==> src/common/oscmc_defines.vh <==
// oscmc_defines.vh: register map, field layout, mode codes and timing counts
// for the oscillator mode and internal clock block.
// assumes a 25 MHz aclk and an AXI4-Lite register bus with 32-bit data.
`ifndef OSCMC_DEFINES_VH
`define OSCMC_DEFINES_VH

// register byte offsets
`define OSCMC_TRIM_ADDR        8'h90
`define OSCMC_CTRL_ADDR        8'hA0
`define OSCMC_STAT_ADDR        8'hA4
`define OSCMC_ADDR_W           8

// trim register layout
`define OSCMC_TRIM_W           6
`define OSCMC_TRIM_RESET       6'h00
`define OSCMC_TRIM_MAX         6'h1F
`define OSCMC_TRIM_MIN         6'h20

// control register layout: freq select in bits 6:4
`define OSCMC_FSEL_LSB         4
`define OSCMC_FSEL_MSB         6
`define OSCMC_FSEL_RESET       3'h0
`define OSCMC_FSEL_SLOW        3'h0
`define OSCMC_FSEL_FAST        3'h7

// default mode codes (remappable through parameters)
`define OSCMC_CODE_LP          3'h0
`define OSCMC_CODE_XT          3'h1
`define OSCMC_CODE_HS          3'h2
`define OSCMC_CODE_RC          3'h3
`define OSCMC_CODE_RESISTOR_CAPACITOR_IO_MODE        3'h4
`define OSCMC_CODE_INT1        3'h5
`define OSCMC_CODE_INT2        3'h6
`define OSCMC_CODE_EC          3'h7

// clock source selection for the system clock mux
`define OSCMC_SRC_CRYSTAL      2'h0
`define OSCMC_SRC_RC           2'h1
`define OSCMC_SRC_INTERNAL     2'h2
`define OSCMC_SRC_EXTERNAL     2'h3

// timing: clock rate and settle times
`define OSCMC_ACLK_HZ          25000000
`define OSCMC_FAST_SETTLE_US   1000
`define OSCMC_FAST_SETTLE_CYC  ((`OSCMC_FAST_SETTLE_US * (`OSCMC_ACLK_HZ / 1000000)))
`define OSCMC_SLOW_SETTLE_EDGES 8
`define OSCMC_OST_CYC          1024

// nominal frequencies in Hz, and trim span in tenths of a percent
`define OSCMC_FAST_HZ          8000000
`define OSCMC_SLOW_HZ          31250
`define OSCMC_TRIM_SPAN_PCT_X10 125

// axi responses
`define OSCMC_RESP_OKAY        2'h0
`define OSCMC_RESP_SLVERR      2'h2

`endif

==> src/rtl/oscmc_divider.v <==
// oscmc_divider.v: free-running power-of-two divider stage with an enable.
// assumes a single clock domain; the tick input marks one source edge.
`include "oscmc_defines.vh"

module oscmc_divider (
  input  wire aclk,
  input  wire aresetn,
  input  wire tick_in,
  output reg  tick_out,
  output reg  level
);

  // each stage halves the rate of the incoming tick train
  always @(posedge aclk) begin
    if (!aresetn) begin
      level    <= 1'b0;
      tick_out <= 1'b0;
    end else begin
      tick_out <= tick_in & level;
      if (tick_in) begin
        level <= ~level;
      end
    end
  end

endmodule

==> src/rtl/oscmc_top.v <==
// oscmc_top.v: oscillator mode decode, internal clock block and trim register.
// assumes the mode field is stable from reset, and that oscillator ticks
// arrive as one-cycle pulses synchronous to aclk.
//
// Functional notes
// - three-bit field picks one of eight modes
// - crystal modes use both oscillator pins
// - rc clkout mode drives osc/4 on output
// - rc io mode frees output pin as bit6
// - external clock from input, output becomes bit6
// - external clock mode skips start-up delay
// - internal clkout: osc/4 out, input is bit7
// - internal full io: both pins are port
// - fast internal clock is 8 MHz
// - postscaler gives six rates 125k-4M
// - slow internal clock 31.25 kHz, 32us
// - slow clock runs when selected or needed
// - freq select picks direct or postscaled
// - trim is signed, zero is centre
// - trim bits 7:6 read zero
// - constant trim step, both clocks, 12.5%
// - slow clock settles within 8 cycles
// - fast clock settles within 1 ms
// - no completion flag for trim change
// - slow-timed functions follow retuned rate
// - freq select codes 000..111 map rates
`include "oscmc_defines.vh"

module oscmc_top #(
  parameter [2:0]  CODE_LP       = `OSCMC_CODE_LP,
  parameter [2:0]  CODE_XT       = `OSCMC_CODE_XT,
  parameter [2:0]  CODE_HS       = `OSCMC_CODE_HS,
  parameter [2:0]  CODE_RC       = `OSCMC_CODE_RC,
  parameter [2:0]  CODE_RESISTOR_CAPACITOR_IO_MODE     = `OSCMC_CODE_RESISTOR_CAPACITOR_IO_MODE,
  parameter [2:0]  CODE_INT1     = `OSCMC_CODE_INT1,
  parameter [2:0]  CODE_INT2     = `OSCMC_CODE_INT2,
  parameter [2:0]  CODE_EC       = `OSCMC_CODE_EC,
  parameter [31:0] FAST_SETTLE   = `OSCMC_FAST_SETTLE_CYC,
  parameter [31:0] OST_CYCLES    = `OSCMC_OST_CYC
) (
  input  wire        aclk,
  input  wire        aresetn,
  input  wire [2:0]  osc_mode_select,
  input  wire        fast_tick,
  input  wire        slow_tick,
  input  wire        rc_tick,
  input  wire        osc_input_pin,
  input  wire        pwrt_enable,
  input  wire        wdt_enable,
  input  wire        two_speed_enable,
  input  wire        fscm_enable,
  input  wire        port_a_bit6_out,
  input  wire        port_a_bit6_oe_n,
  input  wire        port_a_bit7_out,
  input  wire        port_a_bit7_oe_n,
  output reg         osc_output_pin_out,
  output reg         osc_output_pin_oe_n,
  output reg         osc_input_pin_out,
  output reg         osc_input_pin_oe_n,
  output reg         port_a_bit6_io,
  output reg         port_a_bit7_io,
  output reg         sys_clk_tick,
  output reg  [1:0]  sys_clk_source,
  output reg         startup_done,
  output reg         slow_clock_run,
  output reg         slow_func_tick,
  output reg  [5:0]  trim_value_out,
  input  wire [7:0]  s_axi_awaddr,
  input  wire        s_axi_awvalid,
  output reg         s_axi_awready,
  input  wire [31:0] s_axi_wdata,
  input  wire [3:0]  s_axi_wstrb,
  input  wire        s_axi_wvalid,
  output reg         s_axi_wready,
  output reg  [1:0]  s_axi_bresp,
  output reg         s_axi_bvalid,
  input  wire        s_axi_bready,
  input  wire [7:0]  s_axi_araddr,
  input  wire        s_axi_arvalid,
  output reg         s_axi_arready,
  output reg  [31:0] s_axi_rdata,
  output reg  [1:0]  s_axi_rresp,
  output reg         s_axi_rvalid,
  input  wire        s_axi_rready
);

  reg  [5:0]  trim_value;
  reg  [2:0]  internal_freq_select;
  reg  [2:0]  mode_reg;
  reg         mode_loaded;
  reg  [31:0] ost_count;
  reg  [31:0] fast_settle_count;
  reg  [3:0]  slow_settle_count;
  reg  [1:0]  quarter_count;
  reg  [7:0]  aw_addr;
  reg         aw_held;
  reg  [31:0] w_data;
  reg  [3:0]  w_strb;
  reg         w_held;
  wire [5:0]  post_tick;
  wire [5:0]  post_level;
  wire [5:0]  post_in;
  wire        crystal_mode;
  wire        rc_mode;
  wire        int_mode;
  wire        ext_mode;
  wire        int_src_tick;
  reg         next_int_tick;
  reg         next_src_tick;

  // the mode is latched once after reset release; a strap must not feed reset
  // mode capture
  always @(posedge aclk) begin
    if (!aresetn) begin
      mode_loaded <= 1'b0;
      mode_reg    <= 3'h0;
    end else if (!mode_loaded) begin
      mode_loaded <= 1'b1;
      mode_reg    <= osc_mode_select;
    end
  end

  assign crystal_mode = (mode_reg == CODE_LP) | (mode_reg == CODE_XT) | (mode_reg == CODE_HS);
  assign rc_mode      = (mode_reg == CODE_RC) | (mode_reg == CODE_RESISTOR_CAPACITOR_IO_MODE);
  assign int_mode     = (mode_reg == CODE_INT1) | (mode_reg == CODE_INT2);
  assign ext_mode     = (mode_reg == CODE_EC);

  // postscaler chain
  // stage inputs as one vector so no stage indexes below bit 0
  assign post_in = {post_tick[4:0], fast_tick};
  genvar gi;
  generate
    for (gi = 0; gi < 6; gi = gi + 1) begin : g_post
      oscmc_divider u_div (
        .aclk     (aclk),
        .aresetn  (aresetn),
        .tick_in  (post_in[gi]),
        .tick_out (post_tick[gi]),
        .level    (post_level[gi])
      );
    end
  endgenerate

  always @* begin
    case (internal_freq_select)
      3'h0: next_int_tick = slow_tick;
      3'h1: next_int_tick = post_tick[5];
      3'h2: next_int_tick = post_tick[4];
      3'h3: next_int_tick = post_tick[3];
      3'h4: next_int_tick = post_tick[2];
      3'h5: next_int_tick = post_tick[1];
      3'h6: next_int_tick = post_tick[0];
      3'h7: next_int_tick = fast_tick;
      default: next_int_tick = fast_tick;
    endcase
  end
  assign int_src_tick = next_int_tick;

  always @* begin
    if (int_mode) begin
      next_src_tick = int_src_tick;
    end else if (rc_mode) begin
      next_src_tick = rc_tick;
    end else begin
      next_src_tick = osc_input_pin;
    end
  end

  // crystals wait for start-up; external clock starts at once
  always @(posedge aclk) begin
    if (!aresetn) begin
      ost_count    <= 32'h0;
      startup_done <= 1'b0;
    end else if (mode_loaded && !startup_done) begin
      if (!crystal_mode) begin
        startup_done <= 1'b1;
      end else if (ost_count >= OST_CYCLES - 32'h1) begin
        startup_done <= 1'b1;
      end else begin
        ost_count <= ost_count + 32'h1;
      end
    end
  end

  // system clock tick and quarter-rate output
  always @(posedge aclk) begin
    if (!aresetn) begin
      sys_clk_tick   <= 1'b0;
      sys_clk_source <= `OSCMC_SRC_CRYSTAL;
      quarter_count  <= 2'h0;
    end else begin
      sys_clk_tick <= startup_done & next_src_tick;
      sys_clk_source <= int_mode ? `OSCMC_SRC_INTERNAL : rc_mode ? `OSCMC_SRC_RC :
                        ext_mode ? `OSCMC_SRC_EXTERNAL : `OSCMC_SRC_CRYSTAL;
      if (startup_done && next_src_tick) begin
        quarter_count <= quarter_count + 2'h1;
      end
    end
  end

  // pin function assignment
  always @(posedge aclk) begin
    if (!aresetn) begin
      osc_output_pin_out  <= 1'b0;
      osc_output_pin_oe_n <= 1'b1;
      osc_input_pin_out   <= 1'b0;
      osc_input_pin_oe_n  <= 1'b1;
      port_a_bit6_io      <= 1'b0;
      port_a_bit7_io      <= 1'b0;
    end else begin
      osc_output_pin_out  <= ~osc_input_pin;
      // mode_reg holds its reset code 3'h0 until captured; no drive before then
      osc_output_pin_oe_n <= ~(crystal_mode & mode_loaded);
      osc_input_pin_out   <= 1'b0;
      osc_input_pin_oe_n  <= 1'b1;
      port_a_bit6_io      <= 1'b0;
      port_a_bit7_io      <= 1'b0;
      if ((mode_reg == CODE_RC) || (mode_reg == CODE_INT1)) begin
        osc_output_pin_out  <= quarter_count[1];
        osc_output_pin_oe_n <= 1'b0;
      end
      if ((mode_reg == CODE_RESISTOR_CAPACITOR_IO_MODE) || ext_mode || (mode_reg == CODE_INT2)) begin
        port_a_bit6_io      <= 1'b1;
        osc_output_pin_out  <= port_a_bit6_out;
        osc_output_pin_oe_n <= port_a_bit6_oe_n;
      end
      if (int_mode) begin
        port_a_bit7_io     <= 1'b1;
        osc_input_pin_out  <= port_a_bit7_out;
        osc_input_pin_oe_n <= port_a_bit7_oe_n;
      end
    end
  end

  always @(posedge aclk) begin
    if (!aresetn) begin
      slow_clock_run <= 1'b0;
      slow_func_tick <= 1'b0;
    end else begin
      slow_clock_run <= (int_mode && internal_freq_select == `OSCMC_FSEL_SLOW) |
                        pwrt_enable | wdt_enable | two_speed_enable | fscm_enable;
      slow_func_tick <= slow_clock_run & slow_tick;
    end
  end

  // trim is forwarded straight to the analog trim; settle counters are internal
  // only, since software gets no completion flag for a retune
  always @(posedge aclk) begin
    if (!aresetn) begin
      trim_value_out    <= `OSCMC_TRIM_RESET;
      slow_settle_count <= 4'h0;
      fast_settle_count <= 32'h0;
    end else begin
      trim_value_out <= trim_value;
      if (trim_value_out != trim_value) begin
        slow_settle_count <= 4'h8;
        fast_settle_count <= FAST_SETTLE;
      end else begin
        if (slow_settle_count != 4'h0 && slow_tick) begin
          slow_settle_count <= slow_settle_count - 4'h1;
        end
        if (fast_settle_count != 32'h0) begin
          fast_settle_count <= fast_settle_count - 32'h1;
        end
      end
    end
  end

  // axi4-lite write: address and data held in either order
  always @(posedge aclk) begin
    if (!aresetn) begin
      s_axi_awready        <= 1'b0;
      s_axi_wready         <= 1'b0;
      s_axi_bvalid         <= 1'b0;
      s_axi_bresp          <= `OSCMC_RESP_OKAY;
      aw_held              <= 1'b0;
      w_held               <= 1'b0;
      aw_addr              <= 8'h00;
      w_data               <= 32'h0;
      w_strb               <= 4'h0;
      trim_value           <= `OSCMC_TRIM_RESET;
      internal_freq_select <= `OSCMC_FSEL_RESET;
    end else begin
      s_axi_awready <= ~aw_held & ~s_axi_awready & ~s_axi_bvalid & s_axi_awvalid;
      s_axi_wready  <= ~w_held & ~s_axi_wready & ~s_axi_bvalid & s_axi_wvalid;
      if (s_axi_awvalid && s_axi_awready) begin
        aw_held <= 1'b1;
        aw_addr <= s_axi_awaddr;
      end
      if (s_axi_wvalid && s_axi_wready) begin
        w_held <= 1'b1;
        w_data <= s_axi_wdata;
        w_strb <= s_axi_wstrb;
      end
      if (aw_held && w_held && !s_axi_bvalid) begin
        aw_held      <= 1'b0;
        w_held       <= 1'b0;
        s_axi_bvalid <= 1'b1;
        s_axi_bresp  <= `OSCMC_RESP_OKAY;
        if (aw_addr == `OSCMC_TRIM_ADDR) begin
          // write takes effect, code keeps running
          if (w_strb[0]) begin
            trim_value <= w_data[5:0];
          end
        end else if (aw_addr == `OSCMC_CTRL_ADDR) begin
          if (w_strb[0]) begin
            internal_freq_select <= w_data[`OSCMC_FSEL_MSB:`OSCMC_FSEL_LSB];
          end
        end else if (aw_addr != `OSCMC_STAT_ADDR) begin
          s_axi_bresp <= `OSCMC_RESP_SLVERR;
        end
      end else if (s_axi_bvalid && s_axi_bready) begin
        s_axi_bvalid <= 1'b0;
      end
    end
  end

  // axi4-lite read
  always @(posedge aclk) begin
    if (!aresetn) begin
      s_axi_arready <= 1'b0;
      s_axi_rvalid  <= 1'b0;
      s_axi_rdata   <= 32'h0;
      s_axi_rresp   <= `OSCMC_RESP_OKAY;
    end else begin
      s_axi_arready <= ~s_axi_arready & ~s_axi_rvalid & s_axi_arvalid;
      if (s_axi_arvalid && s_axi_arready) begin
        s_axi_rvalid <= 1'b1;
        s_axi_rresp  <= `OSCMC_RESP_OKAY;
        case (s_axi_araddr)
          `OSCMC_TRIM_ADDR: s_axi_rdata <= {26'h0, trim_value};
          `OSCMC_CTRL_ADDR: s_axi_rdata <= {25'h0, internal_freq_select, 4'h0};
          `OSCMC_STAT_ADDR: s_axi_rdata <= {25'h0, slow_clock_run, startup_done, ext_mode,
                                            int_mode, rc_mode, crystal_mode, mode_loaded};
          default: begin
            s_axi_rdata <= 32'h0;
            s_axi_rresp <= `OSCMC_RESP_SLVERR;
          end
        endcase
      end else if (s_axi_rvalid && s_axi_rready) begin
        s_axi_rvalid <= 1'b0;
      end
    end
  end

endmodule

==> config.mk <==
export PLATFORM = sky130hd
export DESIGN_NAME = oscmc_top
export DESIGN_NICKNAME = d
export VERILOG_FILES = /design/src/rtl/oscmc_divider.v /design/src/rtl/oscmc_top.v
export VERILOG_INCLUDE_DIRS = /design/src /design/src/common
export SDC_FILE = /design/constraint.sdc
export NUM_CORES = 1
export LEC_CHECK = 0
export BUFFER_PORTS_ARGS = -buffer_cell sky130_fd_sc_hd__buf_2
export CAP_MARGIN = 10
export CORE_MARGIN = 2
export CORE_UTILIZATION = 40
export CTS_CLUSTER_SIZE = 8
export DETAILED_ROUTE_END_ITERATION = 10
export GPL_TIMING_DRIVEN = 0
export PLACE_DENSITY = 0.69
export SETUP_SLACK_MARGIN = 0.4
export SLEW_MARGIN = 20
export SYNTH_ARGS = -nofsm -noshare
export SYNTH_HDL_FRONTEND = slang
export SYNTH_SLANG_ARGS = --single-unit
==> constraint.sdc <==
create_clock -name aclk -period 2.8 [get_ports aclk]
set_clock_uncertainty 0.15 [all_clocks]
set_input_delay 0.7 -clock aclk [delete_from_list [all_inputs] [get_ports aclk]]
set_output_delay 0.7 -clock aclk [all_outputs]
set_load 0.005 [all_outputs]
== Word level (Yosys, flattened, before mapping) ==
Index checks and enable logic that the tools add are counted.

* Bits in registers: 136
* Input port bits: 74
* Output and inout bits: 59
* Logic and storage cells: 162

* $add $sub $neg: 2
* $lt $le $gt $ge: 1
* Eq/ne operators: 21
* Multiplexer cells: 24
* Bitwise gates (word level): 43
* Reductions and logical operators: 27

{| class="wikitable"
|+ Operators with widths
! cell !! number
|-
| 8-bit == test (second input constant) || 5
|-
| 32-bit by 1-bit adder with 32-bit output (second input constant) || 1
|-
| 32-bit by 10-bit >= comparator with 1-bit output (second input constant) || 1
|-
| 3-bit == test (second input constant) || 8
|-
| 7-bit case mux with 3 select lines || 1
|-
| 1-bit NOT || 18
|-
| 1-bit AND || 17
|-
| 1-bit 2-to-1 mux || 15
|-
| 2-bit 2-to-1 mux || 7
|-
| 3-bit by 2-bit == test with 1-bit output (second input constant) || 4
|-
| 1-bit logical AND || 10
|-
| 8-bit != test (second input constant) || 1
|-
| 1-bit OR || 8
|-
| 1-bit case mux with 8 select lines || 1
|-
| 3-bit by 1-bit == test with 1-bit output (second input constant) || 2
|-
| 3-bit logical NOT || 2
|-
| 3-bit AND reduction || 2
|-
| 2-bit AND reduction || 2
|-
| 4-bit AND reduction || 1
|-
| 2-bit nonzero test || 2
|-
| 2-bit OR reduction || 2
|-
| 1-bit logical OR || 3
|-
| 3-bit OR reduction || 1
|-
| 2-bit by 1-bit adder with 2-bit output (second input constant) || 1
|-
| other kinds (2) || 3
|}

== Longest topological paths before layout ==
* Depth after elaboration: 7
* Gate-level depth with buffers: 8
* Mapped depth without buffers: 6

== By module ==
From an unflattened synthesis, not the netlist that was laid out.

* Cell total of the unflattened synthesis: 448
* Area total of the unflattened synthesis: 4280.4 um2

{| class="wikitable"
|+ Modules (own cells, without submodules)
! module !! times used !! cells each !! area each (um2) !! seq. area each (um2)
|-
| oscmc_top || 1 || 418 || 3905.0 || 1941.9
|-
| oscmc_divider || 6 || 5 || 62.6 || 40.0
|}

== Least setup slack after synthesis ==
OpenSTA, ideal clock, no wires.

* Path kind: register to register
* Start point: register aw_addr[1]
* End point: register trim_value[0]
* Library setup time: 128 ps
* Arrival: 1695 ps
* Data required time: 2522 ps
* Path slack: 827 ps
* Stages on the path, launching flop included: 6
* Buffers on the path: 0
* Period minus slack after synthesis: 1973 ps
* Cells stage by stage: dfxtp_1 or4b_1 nor4_1 nand3b_1 mux2i_1 nor2_1

* Cells in the longest elaborated chain, start to end: 2

{| class="wikitable"
|+ RTL lines
! element !! RTL line !! source
|-
| start: declaration || oscmc_top.v:95 || <nowiki>reg [7:0] aw_addr;</nowiki>
|-
| start signal: assignment || oscmc_top.v:288 || <nowiki>aw_addr <= s_axi_awaddr;</nowiki>
|-
| 8-bit == test (no line) || n/a ||
|-
| 3-bit AND reduction (no line) || n/a ||
|-
| end signal: assignment || oscmc_top.v:281 || <nowiki>trim_value <= `OSCMC_TRIM_RESET;</nowiki>
|-
| end signal: assignment || oscmc_top.v:303 || <nowiki>trim_value <= w_data[5:0];</nowiki>
|-
| end: declaration || oscmc_top.v:87 || <nowiki>reg [5:0] trim_value;</nowiki>
|}

Every way passes these cells.
A chain may end at the register's enable or synchronous reset.

== Worst setup path after layout ==
* Start point: register ost_count[12]
* End point: register ost_count[9]

* Cells in the longest elaborated chain, start to end: 3

{| class="wikitable"
|+ RTL lines
! element !! RTL line !! source
|-
| start: declaration || oscmc_top.v:91 || <nowiki>reg [31:0] ost_count;</nowiki>
|-
| start signal: assignment || oscmc_top.v:180 || <nowiki>ost_count <= ost_count + 32'h1;</nowiki>
|-
| 32-bit by 10-bit >= comparator with 1-bit output || oscmc_top.v:177 || <nowiki>end else if (ost_count >= OST_CYCLES - 32'h1) begin</nowiki>
|-
| 1-bit NOT (no line) || n/a ||
|-
| 3-bit AND reduction (no line) || n/a ||
|}

Every way passes these cells.

==> summary.md <==
- 3372 — vias in the first global route
- 3455 — total via count after detailed routing
- aw_addr[6] — startpoint of the tightest hold check path
- ost_count[12] — FF-to-FF Start
- register — startpoint class of the critical path
- ost_count[12] — timing startpoint of the critical path
- 22.6% — proportion of layout cells with a drive suffix above 1
- 7320 um — half-perimeter wire length of the detailed placement result
- dfxtp_1 — area leader, netlist
- 0% — fraction of registers with async set/reset
- 2.13 mW — internal power of the cells
- 0 — number of max-slew violations in the final report
- 0 — final hold violation count
- 15700 um — wire length of the first global-routing pass
- 0.0116 sq mm — DIE AREA
- 2.94 ns — required time worst endpoint
- 50.9% — share of synthesized area occupied by flip-flops and latches
- 8.1% — portion of total power attributed to combinational logic
- ost_count: 32 flops, aw_addr: 8 flops — Largest regs
- 973 — fill cell count
- built — CTS tree
- 17.3% — all-layer global routing usage
- 108 um — floorplan die width
- 2.79 mW — sum of internal, switching and leakage power
- 646 — number of nets at the end of the flow
- dfxtp_1 — ys flop type
- 109 x dfxtp_1, 76 x buf_2, 38 x nor2_1, 38 x nand2_1, 36 x a21oi_1 — commonest cells after routing, fill and taps aside
- 7 — Max FO, Critical Path
- reg -> reg — Crit Path Class
- 0.36 ns — Worst-Skew Late Latency
- dfxtp_1 — most common cell after layout, fill and taps aside
- 13.4 um — average routed wire per standard cell
- 0.661 mW — net switching power
- 2.24 nW — leakage power total
- 0 — Synthesis Warnings
- 34.5% — part of the power in the clock network
- 9 — total CTS buffers
- 204 — DRC violation total after the first TritonRoute iteration
- 0.0104 sq mm — CORE AREA
- reg -> reg — path class of the lowest-slack min-delay path
- dfxtp_1 51%, buf_4 4.9%, and2_1 4.8% — largest cells by area after synthesis
- 133 — number of placed I/O pins
- 19.7% — area growth from synthesis to final layout
- 0 — number of flops mapped to enable cells by yosys
- or4_1 — cell with the biggest individual delay on the critical path
- 0.819 — GPL Wtd Cong
- 1 — buffers plus inverters on the worst setup path
- 0 — antenna diode instance count
- 459 — cells after synthesis
- 108 um — Die H
- 75 — count of buffers from port buffering
- 23.7% — switching share of total power
- 0.263 mV — maximum vdd ir drop
- 0.00429 sq mm — netlist area before placement
- 9.34 sq um — synthesized area divided by synthesized cell count
- 49 — Unique masters post-synth
- completed — run status
- 0.10 ns — clock-pin slew of the registers on the worst-case setup and hold paths
- 0 — detailed-route DRC error count
- 2 — CTS Buffer Depth
- 57.4% — register share of total power
- 37 — row cnt
- 4 — first-pass iteration count of the detailed router
- 0 — hold buffer count at CTS
- 2.35 ns — Worst Path Arrival
- 544 mW/mm^2 — power per cell area
- 109 — Synth Register Bits
- 0.308 ns — Hold Worst Slack
- 4.85 — vias per cell
- 50.9% — post-synth top area share
- 9570 um — routed wire length
- false — setup repair after global routing missed its margin
- 3 — H-tree lvl count
- clkbuf_8 — Clk Tree Root Cell
- 79.0% — fraction of the cycle the final worst path needs
- nor4_1, nand4_1, or3_1, buf_2, or4_1, a21oi_1 — critical-path cell list
- 32 — number of flip-flops in the largest register
- 0.47 ns — maximum single-stage delay on the critical path
- 2.21 ns — Tmin final
- 0 — max-cap check violation count
- 0.697 ns — slew at the pin closest to its max-slew limit
- 0 — number of antenna violations at the first check in global routing
- simple AND/OR/NAND/NOR gates — gate family responsible for the most delay along the worst path
- 0 ns — setup TNS
- register — CP Capture Type
- 53.4% — remaining max-slew budget at the tightest pin
- 109 — number of clock sinks
- 18 — maximum number of pins on one net before global-route repair
- 41.3% — initial standard-cell utilization of the core
- 0 — global route total overflow
- 0 — antenna-violating nets left
- 452 MHz — peak clock frequency supported by timing
- ost_count — top register by number of flip-flops
- 0 — final count of negative-setup-slack endpoints
power groups by stage:
stage | clock network [mW] | registers (mW) | logic, mW
4_1_cts | 0.982 | 1.60 | 0.226
3_5_place_dp | 0 | 1.64 | 0.225
2_1_floorplan | 0 | 1.63 | 0.144
6_report | 0.963 | 1.60 | 0.227
5_1_grt | 1.04 | 1.60 | 0.254
3_3_place_gp | 0 | 1.63 | 0.219
logic make-up after synthesis:
group	share of synthesized area (%)
XOR/XNOR	1.63
flip-flops	50.9
AND/OR/NAND/NOR	24.4
adder cells (fa/ha/maj)	0.292
multiplexers	5.20
buffers and inverters	7.91
AO/OA/AOI/OAI	9.60
other	0.0875
path summary, 6_finish.rpt:
path / cells after the start / slack, ns / to
hold / removal: 2 / 0.31 / aw_addr[6]
setup reg to reg: 6 / 0.59 / ost_count[9]
setup / recovery: 6 / 0.59 / ost_count[9]
hold reg to reg: 2 / 0.31 / aw_addr[6]
area by class of cell:
cell class / instances / area [sq um] / share of cell area, %
Sequential cell: 109 / 2180 / 42.5
Multi-Input combinational cell: 318 / 1860 / 36.3
Timing Repair Buffer: 75 / 375 / 7.32
Buffer: 51 / 314 / 6.12
Tap cell: 136 / 170 / 3.32
Clock buffer: 12 / 145 / 2.83
Clock inverter: 4 / 55.1 / 1.07
Inverter: 7 / 26.3 / 0.512
cell usage after synthesis (all sizes together) (2+ instances only):
master  count
or3         3
o31ai       7
nand3      25
mux2i      20
and3        8
nor4        9
clkbuf     18
and2       33
mux2        2
or4         6
o21ai       8
nor4b       2
nand2      38
a21oi      37
inv         7
nand2b     10
a32oi       4
dfxtp     109
nor3        4
nor3b       4
buf        33
nand3b      3
nand4       4
xnor2       7
nor2b       3
nor2       38
a22oi       2
per-layer routing:
layer	GRT usage, %	vias up	part of all wire, %
met5	0	-	0
met4	4.95	0	0.87
met3	4.42	9	7.5
met2	29.1	129	46
met1	21.8	1569	46
li1	-	1748	-
worst reg2reg max path, cell delays in order, from the launching register on:
cell and delay [ns]:
dfxtp_1 0.32, nor4_1 0.33, nand4_1 0.22, or3_1 0.34
buf_2 0.16, or4_1 0.47, a21oi_1 0.15
per-stage QoR:
| stage | area (sq um) | utilization [%] | std cells | setup slack [ns] |
|---|---|---|---|---|
| after floorplan | 4380 | - | 485 | 0.827 |
| final | 5130 | 49.5 | 712 | 0.589 |
| after CTS | 5130 | 49.5 | 712 | 0.557 |
| after global routing | 5130 | 49.5 | 712 | 0.449 |
| after global placement | 4930 | 47.5 | 696 | 0.450 |
| after detailed placement | 4930 | 47.5 | 696 | 0.424 |
what timing repair did:
| action | CTS | global route |
|---|---|---|
| resized for setup | 0 | 2 |
| buffers inserted | 0 | 0 |
| hold endpoints to repair | 0 | 0 |
| setup endpoints to repair | 0 | 3 |
No activity file was read; power rests on OpenSTA's default activity.
